--- config.mk ---
export PLATFORM = sky130hd
export DESIGN_NAME = interrupt_priority_config
export DESIGN_NICKNAME = d
export VERILOG_FILES = /design/src/logic/interrupt_priority_config.v /design/src/logic/ext_edge_detect.v
export VERILOG_INCLUDE_DIRS = /design/src /design/src/logic
export SDC_FILE = /design/constraint.sdc
export NUM_CORES = 1
export LEC_CHECK = 0
export BUFFER_PORTS_ARGS = -buffer_cell sky130_fd_sc_hd__buf_2
export CAP_MARGIN = 20
export CORE_MARGIN = 2
export CORE_UTILIZATION = 50
export CTS_BUF_LIST = sky130_fd_sc_hd__clkbuf_4 sky130_fd_sc_hd__clkbuf_8 sky130_fd_sc_hd__clkbuf_16
export DETAILED_ROUTE_END_ITERATION = 6
export HOLD_SLACK_MARGIN = 0.1
export PLACE_DENSITY = 0.76
export SYNTH_ARGS = -nofsm -noshare
export SYNTH_HDL_FRONTEND = slang
export SYNTH_HIERARCHICAL = 1
export SYNTH_SLANG_ARGS = --single-unit
--- constraint.sdc ---
create_clock -name core_clk_i -period 2.8 [get_ports core_clk_i]
set_clock_uncertainty 0.05 [all_clocks]
set_input_delay 0.84 -clock core_clk_i [delete_from_list [all_inputs] [get_ports core_clk_i]]
set_output_delay 0.84 -clock core_clk_i [all_outputs]
set_load 0.05 [all_outputs]
--- src/logic/irq_priority_config_regs.vh ---
`ifndef IRQ_PRIORITY_CONFIG_REGS_VH
`define IRQ_PRIORITY_CONFIG_REGS_VH

// register byte offsets
`define ADDR_W                  16
`define OFF_GLOBAL_CONTROL      16'h1000
`define OFF_CURRENT_STATUS      16'h1010
`define OFF_PROXIMITY_RELOAD    16'h1020
`define OFF_PRIO_SERIAL_USB_CMP 16'h1100
`define OFF_PRIO_PPORT_CN_UART1 16'h1110
`define OFF_PRIO_TOUCH_I2C2_U2  16'h1120
`define OFF_PRIO_DMA_CHANNELS   16'h1130

// alias selector, address bits 3:2
`define ALIAS_PLAIN             2'h0
`define ALIAS_CLEAR             2'h1
`define ALIAS_SET               2'h2
`define ALIAS_INVERT            2'h3

// implemented bit masks
`define MASK_PRIORITY_CTRL      32'h1F1F1F1F
`define MASK_USB_FIELDS         32'h001F0000
`define MASK_GLOBAL_CONTROL     32'h0000171F
`define MASK_CURRENT_STATUS     32'h0000073F

// field positions
`define BIT_MULTI_VECTOR        12
`define POS_PROXIMITY_THRESHOLD 8
`define POS_EXT_POLARITY        0
`define POS_PRESENTED_LEVEL     8
`define POS_PRESENTED_VECTOR    0
`define FIELD_STRIDE            8
`define POS_SUBPRIORITY         0
`define POS_PRIORITY            2

// reset values
`define RST_PRIORITY_CTRL       32'h00000000
`define RST_GLOBAL_CONTROL      32'h00000000
`define RST_CURRENT_STATUS      32'h00000000
`define RST_PROXIMITY_RELOAD    32'h00000000

// counts
`define EXT_IRQ_COUNT           5
`define SOURCE_COUNT            16

`endif

--- src/logic/interrupt_priority_config.v ---
// Notes on behaviour
// - control bit 12 set selects multi-vectored mode, clear selects single; resets to 0.
// - proximity threshold 000 keeps the proximity timer disabled.
// - threshold N of 1..7 starts the timer for interrupts of priority N or lower.
// - each external input detects rising edge if its polarity bit is 1, else falling.
// - status bits 10..8 hold priority level of the latest presented interrupt.
// - status bits 5..0 hold vector number of the interrupt presented to the core.
// - every unimplemented bit reads as zero.
// - clear, set and invert aliases at base plus 0x4, 0x8, 0xC act on written ones; the status register has none.
// - usb priority fields exist only in the larger variant, else read zero.
// - priority field nonzero means level 1..7; zero disables the source.
// - subpriority field gives subpriority 0..3 directly.
// - timer start loads the count from the 32-bit reload register.
//
// Decided for this implementation: the plain strobed port.
`timescale 1ns/1ps
`include "irq_priority_config_regs.vh"
module interrupt_priority_config #(
    parameter LARGE_VARIANT = 1                   // 1 keeps the usb priority fields
) (
    input  wire         core_clk_i,               // system clock, 40 MHz
    input  wire         reset_i,                  // synchronous reset, active high
    input  wire [15:0]  reg_addr_i,               // register byte address
    input  wire [31:0]  reg_wdata_i,              // register write data
    input  wire         reg_wr_i,                 // write strobe
    input  wire         reg_rd_i,                 // read strobe
    output reg  [31:0]  reg_rdata_o,              // read data, cycle after strobe
    input  wire         irq_pending_i,            // arbiter has a winning request
    input  wire [2:0]   irq_level_i,              // its group priority
    input  wire [5:0]   irq_vector_i,             // its vector number
    output reg          core_irq_o,               // request presented to the core
    output reg  [2:0]   core_level_o,             // presented priority level
    output reg  [5:0]   core_vector_o,            // presented vector number
    output reg          proximity_busy_o,         // proximity timer counting
    input  wire [4:0]   ext_irq_i,                // external interrupt pins
    output wire [4:0]   ext_irq_flag_o,           // edge detected, one-cycle pulse
    output wire         multi_vector_select_o,    // 1 multi-vectored mode
    output wire [127:0] priority_table_o,         // four priority words, low first
    output wire [15:0]  source_enabled_o,         // priority field nonzero
    output wire [47:0]  source_priority_o,        // 3-bit level per source
    output wire [31:0]  source_subpriority_o      // 2-bit subpriority per source
);

    localparam [1:0] ST_IDLE     = 2'b01;
    localparam [1:0] ST_COUNTING = 2'b10;

    reg  [31:0] prio_serial_usb_cmp;
    reg  [31:0] prio_pport_cn_uart1;
    reg  [31:0] prio_touch_i2c2_uart2;
    reg  [31:0] prio_dma_channels;
    reg  [31:0] irq_global_control;
    reg  [31:0] irq_current_status;
    reg  [31:0] proximity_reload_value;
    reg  [31:0] proximity_count;
    reg  [1:0]  timer_state;
    reg         released;

    wire [15:0] base_addr;
    wire [1:0]  alias_op;
    wire [31:0] usb_mask;
    wire [31:0] prio_mask0;
    wire        multi_vector_select;
    wire [2:0]  proximity_threshold;
    wire [4:0]  ext_irq_polarity;
    wire        qualifies;
    wire        hold;
    wire        present;
    reg  [31:0] read_value;

    assign base_addr = {reg_addr_i[15:4], 4'h0};
    assign alias_op  = reg_addr_i[3:2];

    // usb fields only in the larger variant
    assign usb_mask   = (LARGE_VARIANT != 0) ? 32'h00000000 : `MASK_USB_FIELDS;
    assign prio_mask0 = `MASK_PRIORITY_CTRL & ~usb_mask;

    // plain, clear, set and invert writes
    function [31:0] alias_apply;
        input [31:0] old_value;
        input [31:0] wdata;
        input [1:0]  op;
        input [31:0] mask;
        begin
            case (op)
                `ALIAS_PLAIN:  alias_apply = wdata & mask;
                `ALIAS_CLEAR:  alias_apply = old_value & ~wdata & mask;
                `ALIAS_SET:    alias_apply = (old_value | wdata) & mask;
                `ALIAS_INVERT: alias_apply = (old_value ^ wdata) & mask;
                default:       alias_apply = old_value & mask;
            endcase
        end
    endfunction

    always @(posedge core_clk_i) begin
        if (reset_i) begin
            prio_serial_usb_cmp    <= `RST_PRIORITY_CTRL;
            prio_pport_cn_uart1    <= `RST_PRIORITY_CTRL;
            prio_touch_i2c2_uart2  <= `RST_PRIORITY_CTRL;
            prio_dma_channels      <= `RST_PRIORITY_CTRL;
            irq_global_control     <= `RST_GLOBAL_CONTROL;
            proximity_reload_value <= `RST_PROXIMITY_RELOAD;
        end else if (reg_wr_i) begin
            case (base_addr)
                `OFF_PRIO_SERIAL_USB_CMP: begin
                    prio_serial_usb_cmp <= alias_apply(prio_serial_usb_cmp, reg_wdata_i,
                                                       alias_op, prio_mask0);
                end
                `OFF_PRIO_PPORT_CN_UART1: begin
                    prio_pport_cn_uart1 <= alias_apply(prio_pport_cn_uart1, reg_wdata_i,
                                                       alias_op, `MASK_PRIORITY_CTRL);
                end
                `OFF_PRIO_TOUCH_I2C2_U2: begin
                    prio_touch_i2c2_uart2 <= alias_apply(prio_touch_i2c2_uart2, reg_wdata_i,
                                                         alias_op, `MASK_PRIORITY_CTRL);
                end
                `OFF_PRIO_DMA_CHANNELS: begin
                    prio_dma_channels <= alias_apply(prio_dma_channels, reg_wdata_i,
                                                     alias_op, `MASK_PRIORITY_CTRL);
                end
                `OFF_GLOBAL_CONTROL: begin
                    irq_global_control <= alias_apply(irq_global_control, reg_wdata_i,
                                                      alias_op, `MASK_GLOBAL_CONTROL);
                end
                `OFF_PROXIMITY_RELOAD: begin
                    proximity_reload_value <= alias_apply(proximity_reload_value,
                                                          reg_wdata_i, alias_op,
                                                          32'hFFFFFFFF);
                end
                default: begin
                    proximity_reload_value <= proximity_reload_value;
                end
            endcase
        end
    end

    assign multi_vector_select   = irq_global_control[`BIT_MULTI_VECTOR];
    assign proximity_threshold   = irq_global_control[`POS_PROXIMITY_THRESHOLD +: 3];
    assign ext_irq_polarity      = irq_global_control[`POS_EXT_POLARITY +: 5];
    assign multi_vector_select_o = multi_vector_select;

    assign priority_table_o = {prio_dma_channels, prio_touch_i2c2_uart2,
                               prio_pport_cn_uart1, prio_serial_usb_cmp};

    genvar s;
    generate
        for (s = 0; s < `SOURCE_COUNT; s = s + 1) begin : g_src
            assign source_priority_o[s*3 +: 3] =
                priority_table_o[s*`FIELD_STRIDE + `POS_PRIORITY +: 3];
            assign source_enabled_o[s] = |source_priority_o[s*3 +: 3];
            assign source_subpriority_o[s*2 +: 2] =
                priority_table_o[s*`FIELD_STRIDE + `POS_SUBPRIORITY +: 2];
        end
    endgenerate

    ext_edge_detect u_ext_edge (
        .core_clk_i  (core_clk_i),
        .reset_i     (reset_i),
        .ext_irq_i   (ext_irq_i),
        .polarity_i  (ext_irq_polarity),
        .edge_flag_o (ext_irq_flag_o)
    );

    // level at or below threshold qualifies
    assign qualifies = irq_pending_i && (irq_level_i != 3'h0) &&
                       (proximity_threshold != 3'h0) &&
                       (irq_level_i <= proximity_threshold) && !released;

    // hold qualifying requests while timing; higher levels pass
    assign hold    = qualifies && !(timer_state == ST_COUNTING && proximity_count == 32'h0);
    assign present = irq_pending_i && (irq_level_i != 3'h0) && !hold;

    always @(posedge core_clk_i) begin
        if (reset_i) begin
            timer_state      <= ST_IDLE;
            proximity_count  <= 32'h00000000;
            released         <= 1'b0;
            proximity_busy_o <= 1'b0;
        end else begin
            case (timer_state)
                ST_IDLE: begin
                    if (qualifies) begin
                        proximity_count  <= proximity_reload_value;
                        timer_state      <= ST_COUNTING;
                        proximity_busy_o <= 1'b1;
                    end
                    if (!irq_pending_i) begin
                        released <= 1'b0;
                    end
                end
                ST_COUNTING: begin
                    if (proximity_count == 32'h0) begin
                        timer_state      <= ST_IDLE;
                        proximity_busy_o <= 1'b0;
                        released         <= irq_pending_i;
                    end else begin
                        proximity_count <= proximity_count - 32'h1;
                    end
                end
                default: begin
                    timer_state      <= ST_IDLE;
                    proximity_busy_o <= 1'b0;
                end
            endcase
        end
    end

    always @(posedge core_clk_i) begin
        if (reset_i) begin
            core_irq_o         <= 1'b0;
            core_level_o       <= 3'h0;
            core_vector_o      <= 6'h00;
            irq_current_status <= `RST_CURRENT_STATUS;
        end else begin
            core_irq_o <= present;
            if (present) begin
                core_level_o  <= irq_level_i;
                core_vector_o <= irq_vector_i;
                irq_current_status[`POS_PRESENTED_LEVEL +: 3] <= irq_level_i;
                irq_current_status[`POS_PRESENTED_VECTOR +: 6] <= irq_vector_i;
            end else if (reg_wr_i && reg_addr_i == `OFF_CURRENT_STATUS) begin
                irq_current_status <= reg_wdata_i & `MASK_CURRENT_STATUS;
            end
        end
    end

    // unimplemented bits and addresses read zero
    always @* begin
        read_value = 32'h00000000;
        if (alias_op == `ALIAS_PLAIN) begin
            case (base_addr)
                `OFF_PRIO_SERIAL_USB_CMP: read_value = prio_serial_usb_cmp & prio_mask0;
                `OFF_PRIO_PPORT_CN_UART1: read_value = prio_pport_cn_uart1;
                `OFF_PRIO_TOUCH_I2C2_U2:  read_value = prio_touch_i2c2_uart2;
                `OFF_PRIO_DMA_CHANNELS:   read_value = prio_dma_channels;
                `OFF_GLOBAL_CONTROL:      read_value = irq_global_control;
                `OFF_CURRENT_STATUS:      read_value = irq_current_status;
                `OFF_PROXIMITY_RELOAD:    read_value = proximity_reload_value;
                default:                  read_value = 32'h00000000;
            endcase
        end
    end

    always @(posedge core_clk_i) begin
        if (reset_i) begin
            reg_rdata_o <= 32'h00000000;
        end else if (reg_rd_i) begin
            reg_rdata_o <= read_value;
        end else begin
            reg_rdata_o <= 32'h00000000;
        end
    end

endmodule // interrupt_priority_config

--- src/logic/ext_edge_detect.v ---
`timescale 1ns/1ps
module ext_edge_detect (
    input  wire       core_clk_i,    // system clock
    input  wire       reset_i,       // synchronous reset, active high
    input  wire [4:0] ext_irq_i,     // external interrupt pins
    input  wire [4:0] polarity_i,    // 1 rising, 0 falling
    output reg  [4:0] edge_flag_o    // one-cycle pulse per detected edge
);

    reg [4:0] sync_a;
    reg [4:0] sync_b;
    reg [4:0] sync_c;
    reg [4:0] pin_level;

    genvar g;
    generate
        for (g = 0; g < 5; g = g + 1) begin : g_pin
            always @(posedge core_clk_i) begin
                if (reset_i) begin
                    sync_a[g]      <= 1'b0;
                    sync_b[g]      <= 1'b0;
                    sync_c[g]      <= 1'b0;
                    pin_level[g]   <= 1'b0;
                    edge_flag_o[g] <= 1'b0;
                end else begin
                    sync_a[g]      <= ext_irq_i[g];
                    sync_b[g]      <= sync_a[g];
                    sync_c[g]      <= sync_b[g];
                    // a change counts once the last two stages agree
                    if (sync_b[g] == sync_c[g]) begin
                        pin_level[g] <= sync_c[g];
                    end
                    edge_flag_o[g] <= (sync_b[g] == sync_c[g]) && (sync_c[g] != pin_level[g]) &&
                                      (sync_c[g] == polarity_i[g]);
                end
            end
        end
    endgenerate

endmodule // ext_edge_detect

==> summary.md, run 1 <==
| Metric | Value |
|---|---|
| Outcome | `finished clean` |
| Setup CP Type | `flop to output pin` |
| Rows | `68` |
| Starting density of the core | `0.505` |
| Worst endpoint required time | `1910 ps` |
| Via count | `16,735` |
| Power per cell area | `405 nW/um2` |
| Routability cong. | `0.919` |
| Largest net degree at the start of global routing | `161` |
| Pre-Repair DR Iteration Count | `7` |
| Routed wire length | `53,100 um` |
| Clk slew on worst S/H paths | `60 ps` |
| Clock Latency Late Sink | `570 ps` |
| Global-route wire length before repair | `82,400 um` |
| Mapped Area | `17,400 um2` |
| # DRC | `0` |
| PortBufs | `291` |
| GRT Total Usage | `0.280` |
| Met2 Routed Length | `24,900 um` |
| Cts repair resizes | `0` |
| CTS tree | `built` |
| Synth unique cells | `77` |
| Post-synth EDFFs | `0` |
| Via/cell ratio | `5.77` |
| Max Fclk | `384 MHz` |
| Post-synth top area share | `0.268` |
| RSZ-0062 raised after global routing | `no` |
| Final ANT Viol Nets | `0` |
| Hold WC Path Type | `flop to flop` |
| Dominant synthesized flop cell | `dfxtp_1` |
| Io pins | `340` |
| Wl on met1 | `21,700 um` |
| Number of global-route vias before repair | `15,534` |
| Top cells by count, synth | `nor2_1, a21oi_1, ha_1` |
| Die height | `190 um` |
| Final Net Count | `2,736` |
| Fraction of layout cells with a size suffix above 1 | `0.201` |
| Post-CTS setup buffer count | `0` |
| Largest area contributor in the netlist | `dfxtp_1` |
| Synth Instances | `2,237` |
| Maximum clock path buffer count | `3` |
| Die footprint | `36,200 um2` |
| Seq/Total Area, Yosys | `0.268` |
| CTS Sinks | `232` |
| Drt first-iter violations | `1,306` |
| Initial antenna violation count | `2` |
| Top sig layer | `met5` |
| Finished Cell Area | `19,900 um2` |
| Drt wl/cell | `18.3 um` |
| Sum of negative setup slack | `0 ps` |
| Pleak | `0.00882 uW` |
| H-tree depth | `1` |
| Worst Path Arrival | `1720 ps` |
| Yosys Warn Count | `6` |
| Period minus WS final | `2610 ps` |
| Dpl hpwl | `37,700 um` |
| Relative slew slack | `0.433` |
| Final Setup Violations | `0` |
| Core area | `34,400 um2` |
| Die width | `190 um` |
| Critical-path maximum fanout | `6` |
| Main area contributors after synthesis | `dfxtp_1, ha_1, a21oi_1` |
| Root Buffer | `clkbuf_16` |
| Final hold violations | `0` |
| Startpoint types | `flop` |
| Most numerous cell in the Yosys netlist | `nor2_1` |
| Inserted Clock Buffers | `27` |
| Metal3 WL | `4230 um` |
| Worst vdd ir | `0.441 mV` |
| GR Overflow Total | `0` |
| Post-Place Cell Area | `19,000 um2` |
| Period Utilization, post-route | `0.931` |
| Crit end category | `output pin` |
| Mean Syn Cell Area | `7.76 um2` |
| Slew Limit Fails | `0` |
| #FFs+latches synth | `232` |
| Synth-to-Final Area Change | `14.6%` |
| Max Cap Violations | `0` |
| Least-Margin Pin Slew | `850 ps` |
| CTS Hold Bufs | `0` |
| Asr flop ratio synth | `0` |
final cells by class:
| class | instances | area [um2] |
|---|---|---|
| Tap cell | 455 | 569 |
| Fill cell | 3118 | 14500 |
| Antenna cell | 2 | 5.00 |
| Multi-Input combinational cell | 1599 | 10700 |
| Timing Repair Buffer | 390 | 2430 |
| Clock inverter | 10 | 98.8 |
| Clock buffer | 39 | 816 |
| Sequential cell | 232 | 4640 |
| Inverter | 173 | 649 |
flip-flops by register name (all words and copies together) (netlist names):
signal / count
u_ext_edge/sync_a: 5
u_ext_edge/edge_flag_o: 5
prio_pport_cn_uart1: 20
u_ext_edge/sync_c: 5
prio_touch_i2c2_uart2: 20
proximity_count: 32
prio_dma_channels: 20
proximity_reload_value: 32
irq_global_control: 9
released: 1
irq_current_status: 9
core_vector_o: 6
proximity_busy_o: 1
core_level_o: 3
prio_serial_usb_cmp: 20
u_ext_edge/sync_b: 5
reg_rdata_o: 32
timer_state: 1
core_irq_o: 1
u_ext_edge/pin_level: 5
worst paths after layout:
kind	cells after the start	slack (ps)	startpoint	end
worst min register to register	1	400	u_ext_edge/sync_a[4]	u_ext_edge/sync_b[4]
worst max register to register	7	210	proximity_count[24]	irq_current_status[0]
worst max-delay path	3	190	prio_serial_usb_cmp[12]	source_enabled_o[1]
worst min-delay path	1	400	u_ext_edge/sync_a[4]	u_ext_edge/sync_b[4]
logic make-up (layout without fill, tap and decap cells):
| logic type | count (synthesis) | in the layout | share of synthesized area |
|---|---|---|---|
| other cells | 1 | 50 | 0.000216 |
| simple gates | 615 | 615 | 0.162 |
| compound gates | 648 | 648 | 0.230 |
| buf+inv | 453 | 612 | 0.129 |
| flops | 232 | 232 | 0.268 |
| mux | 42 | 42 | 0.0345 |
| fa+ha+maj | 246 | 246 | 0.177 |
worst max-delay path: stages (launching register included):
cell     delay (ps)
dfxtp_1         530
inv_1           140
nand3_1         190
buf_2           300
stage by stage:
step	hold WS [ps]	setup slack (ps)	power, uW	utilization	std cells
after CTS	402	213	8060	0.578	2898
after global routing	422	35.1	8330	0.579	2899
after floorplan	364	174	4230	-	2284
after detailed placement	378	-71.6	4450	0.552	2849
after global placement	378	31.8	4410	0.552	2849
final	402	193	8050	0.579	2900
per-layer routing:
layer	track usage	vias to the layer above
met5	0	-
li1	-	7988
met4	0.124	2
met1	0.355	7887
met3	0.0381	136
met2	0.474	722
power by group:
group          internal [uW]  switching [uW]  total, uW
registers               3330            19.7       3350
logic                    320             731       1050
clock network           2120            1530       3650
placed cells by master, fill, tap and decap left out, types with 4 or more instances in the layout:
cell       netlist  routed
nor2b_2          2       4
or4b_4           4       4
and2_1           9       9
nand3_1         34      34
a22oi_1         36      36
nor3_1          23      23
a32o_1           4       4
a31oi_1         25      25
nor4_1           7       6
o22ai_1          9       9
buf_2           13     288
buf_4          131      82
clkbuf_4         0       4
and3_1          18      18
inv_1          173     173
a211oi_1       149     149
nor2_1         295     294
mux4_2          14      14
nand4b_1         7       7
nand4_1          6       6
clkbuf_16        0      27
a222oi_1         7       7
o31ai_1         14      14
a21oi_1        259     259
nand2_1        158     158
o21ai_0        108     108
a21oi_2          6       6
dfxtp_1        232     232
a32oi_1          5       5
conb_1           1      48
ha_1           246     246
nor2b_1         23      21
clkbuf_8         0       8
mux2i_1         25      25
buf_12           0      17
No activity file was read; power rests on OpenSTA's default activity.
==> run 2, diff against run 1 <==
Settings changed: REMOVE_ABC_BUFFERS from default to 1.
==> summary.md, run 2 (synthesis gave the netlist of run 1 again) <==
| Metric | Value |
|---|---|
| DP Worst Slack | `33.6 ps` |
| Period Utilization, post-route | `0.923` |
| Outcome | `finished clean` |
| Power per cell area | `420 nW/um2` |
| CTS Hold Bufs | `0` |
| # fillers | `3,111` |
| NetSw | `2240 uW` |
| Die width | `190 um` |
| RSZ-0062 raised after global routing | `no` |
| Fraction of layout cells with a size suffix above 1 | `0.205` |
| Final Net Count | `2,737` |
| CTS tree | `built` |
| Io pins | `340` |
| Core Util, Final | `0.582` |
| Drt wl/cell | `17.7 um` |
| H-tree depth | `1` |
| Synth-to-Final Area Change | `15.2%` |
| Via/cell ratio | `5.73` |
| Net switching share of the total power | `0.267` |
| Total power | `8410 uW` |
| Number of global-route vias before repair | `15,520` |
| Period minus WS final | `2590 ps` |
| Drt first-iter violations | `1,319` |
| Worst setup margin | `214 ps` |
| Global-route wire length before repair | `81,000 um` |
| Sequential Power Share | `0.398` |
| Largest stage delay on the critical path | `380 ps` |
| Die footprint | `36,200 um2` |
| Pre-Repair DR Iteration Count | `5` |
| Clock power share | `0.479` |
| Root Buffer | `clkbuf_16` |
| Dpl hpwl | `36,400 um` |
| Startpoint types | `flop` |
| Crit end category | `flop` |
| Slew Limit Fails | `0` |
| Worst Path Arrival | `2990 ps` |
| Starting density of the core | `0.505` |
| GRT Total Usage | `0.274` |
| Setup CP Type | `flop to flop` |
| # DRC | `0` |
| Clk slew on worst S/H paths | `60 ps` |
| Commonest cells after routing, fill and taps aside | `nor2_1, buf_2, a21oi_1, ha_1, dfxtp_1` |
| Internal power | `6160 uW` |
| Final Setup Violations | `0` |
| CTS Sinks | `232` |
| Worst endpoint required time | `3200 ps` |
| Inserted Clock Buffers | `28` |
| Routed wire length | `51,400 um` |
| Pleak | `0.00889 uW` |
| Combinational Power Share | `0.122` |
| Worst path cell trace | `inv_1 > ha_1 > nor4b_4 > nand3_1 > buf_4 > nor4_4 > o21ai_2 > buf_12 > a211oi_1` |
| Hold_ws | `389 ps` |
| Least-Margin Pin Slew | `670 ps` |
| GR Overflow Total | `0` |
| Final hold violations | `0` |
| Routability cong. | `0.905` |
| Critical-path top delay cell | `nor4_4` |
| Via count | `16,613` |
| Clock Latency Late Sink | `550 ps` |
| Max Cap Violations | `0` |
| Post-Place Cell Area | `19,000 um2` |
| Rows | `68` |
| Finished Cell Area | `20,000 um2` |
| Maximum clock path buffer count | `3` |
| Max Fclk | `387 MHz` |
| Ant. Diodes | `0` |
| PortBufs | `291` |
| Initial antenna violation count | `1` |
| Relative slew slack | `0.549` |
| Largest registers | `proximity_count: 32 flops, proximity_reload_value: 32 flops, reg_rdata_o: 32 flops` |
| Post-CTS setup buffer count | `0` |
| Most common cell after layout, fill and taps aside | `nor2_1` |
| Core area | `34,400 um2` |
| Die height | `190 um` |
| Cts repair resizes | `0` |
| Largest net degree at the start of global routing | `99` |
| Final ANT Viol Nets | `0` |
| Worst vdd ir | `0.471 mV` |
| Critical-path maximum fanout | `28` |
| Hold WC Path Type | `flop to flop` |
-- run 2: changes by cell type in the layout (fill, tap and decap cells not counted), sizes merged --
cell and delta:
clkinvlp -2, clkinv +2, inv -2, bufinv +4
diode -2, clkbuf -1
-- run 2: cell type report --
class | instances | area [um2] | share of cell area
clock buffer | 38 | 831 | 0.0416
clock inverter | 12 | 185 | 0.00926
inverter | 173 | 649 | 0.0325
multi-input combinational | 1599 | 10700 | 0.535
sequential | 232 | 4640 | 0.232
tap | 455 | 569 | 0.0285
timing repair buffer | 390 | 2410 | 0.121
-- run 2: path summary, 6_finish.rpt --
| kind | startpoint | endpoint | slack [ps] | cells after the start |
|---|---|---|---|---|
| worst min-delay path | u_ext_edge/sync_a[1] | u_ext_edge/sync_b[1] | 390 | 1 |
| worst max register to register | proximity_count[0] | irq_current_status[3] | 210 | 9 |
| worst min register to register | u_ext_edge/sync_a[1] | u_ext_edge/sync_b[1] | 390 | 1 |
| worst max-delay path | proximity_count[0] | irq_current_status[3] | 210 | 9 |
-- run 2: worst max-delay path: cells and delay by family (launching register included) --
| kind | cells | cell delay [ps] |
|---|---|---|
| fa+ha+maj | 1 | 290 |
| flops | 1 | 340 |
| simple gates | 3 | 870 |
| compound gates | 2 | 380 |
| buf+inv | 3 | 540 |
-- run 2: layer usage --
| layer | wire length (um) | vias up | GRT usage |
|---|---|---|---|
| met4 | 1860 | 2 | 0.106 |
| met1 | 22300 | 7868 | 0.361 |
| met3 | 3180 | 125 | 0.0289 |
| met2 | 24000 | 627 | 0.461 |
| li1 | - | 7991 | - |
| met5 | 9 | - | 0 |
-- run 2: power groups by stage --
stage	Clock [uW]	Sequential [uW]	Combinational, uW
6_report	4030	3350	1030
3_3_place_gp	0	3420	972
2_1_floorplan	0	3450	577
3_5_place_dp	0	3420	1020
4_1_cts	4070	3350	1020
5_1_grt	4210	3350	1140
-- run 2: per-stage QoR --
stage / std cells / TNS (ps)
floorplan: 2004 / -115820
CTS: 2899 / 0
global placement: 2849 / 0
global route: 2899 / 0
detailed placement: 2849 / 0
finish: 2899 / 0
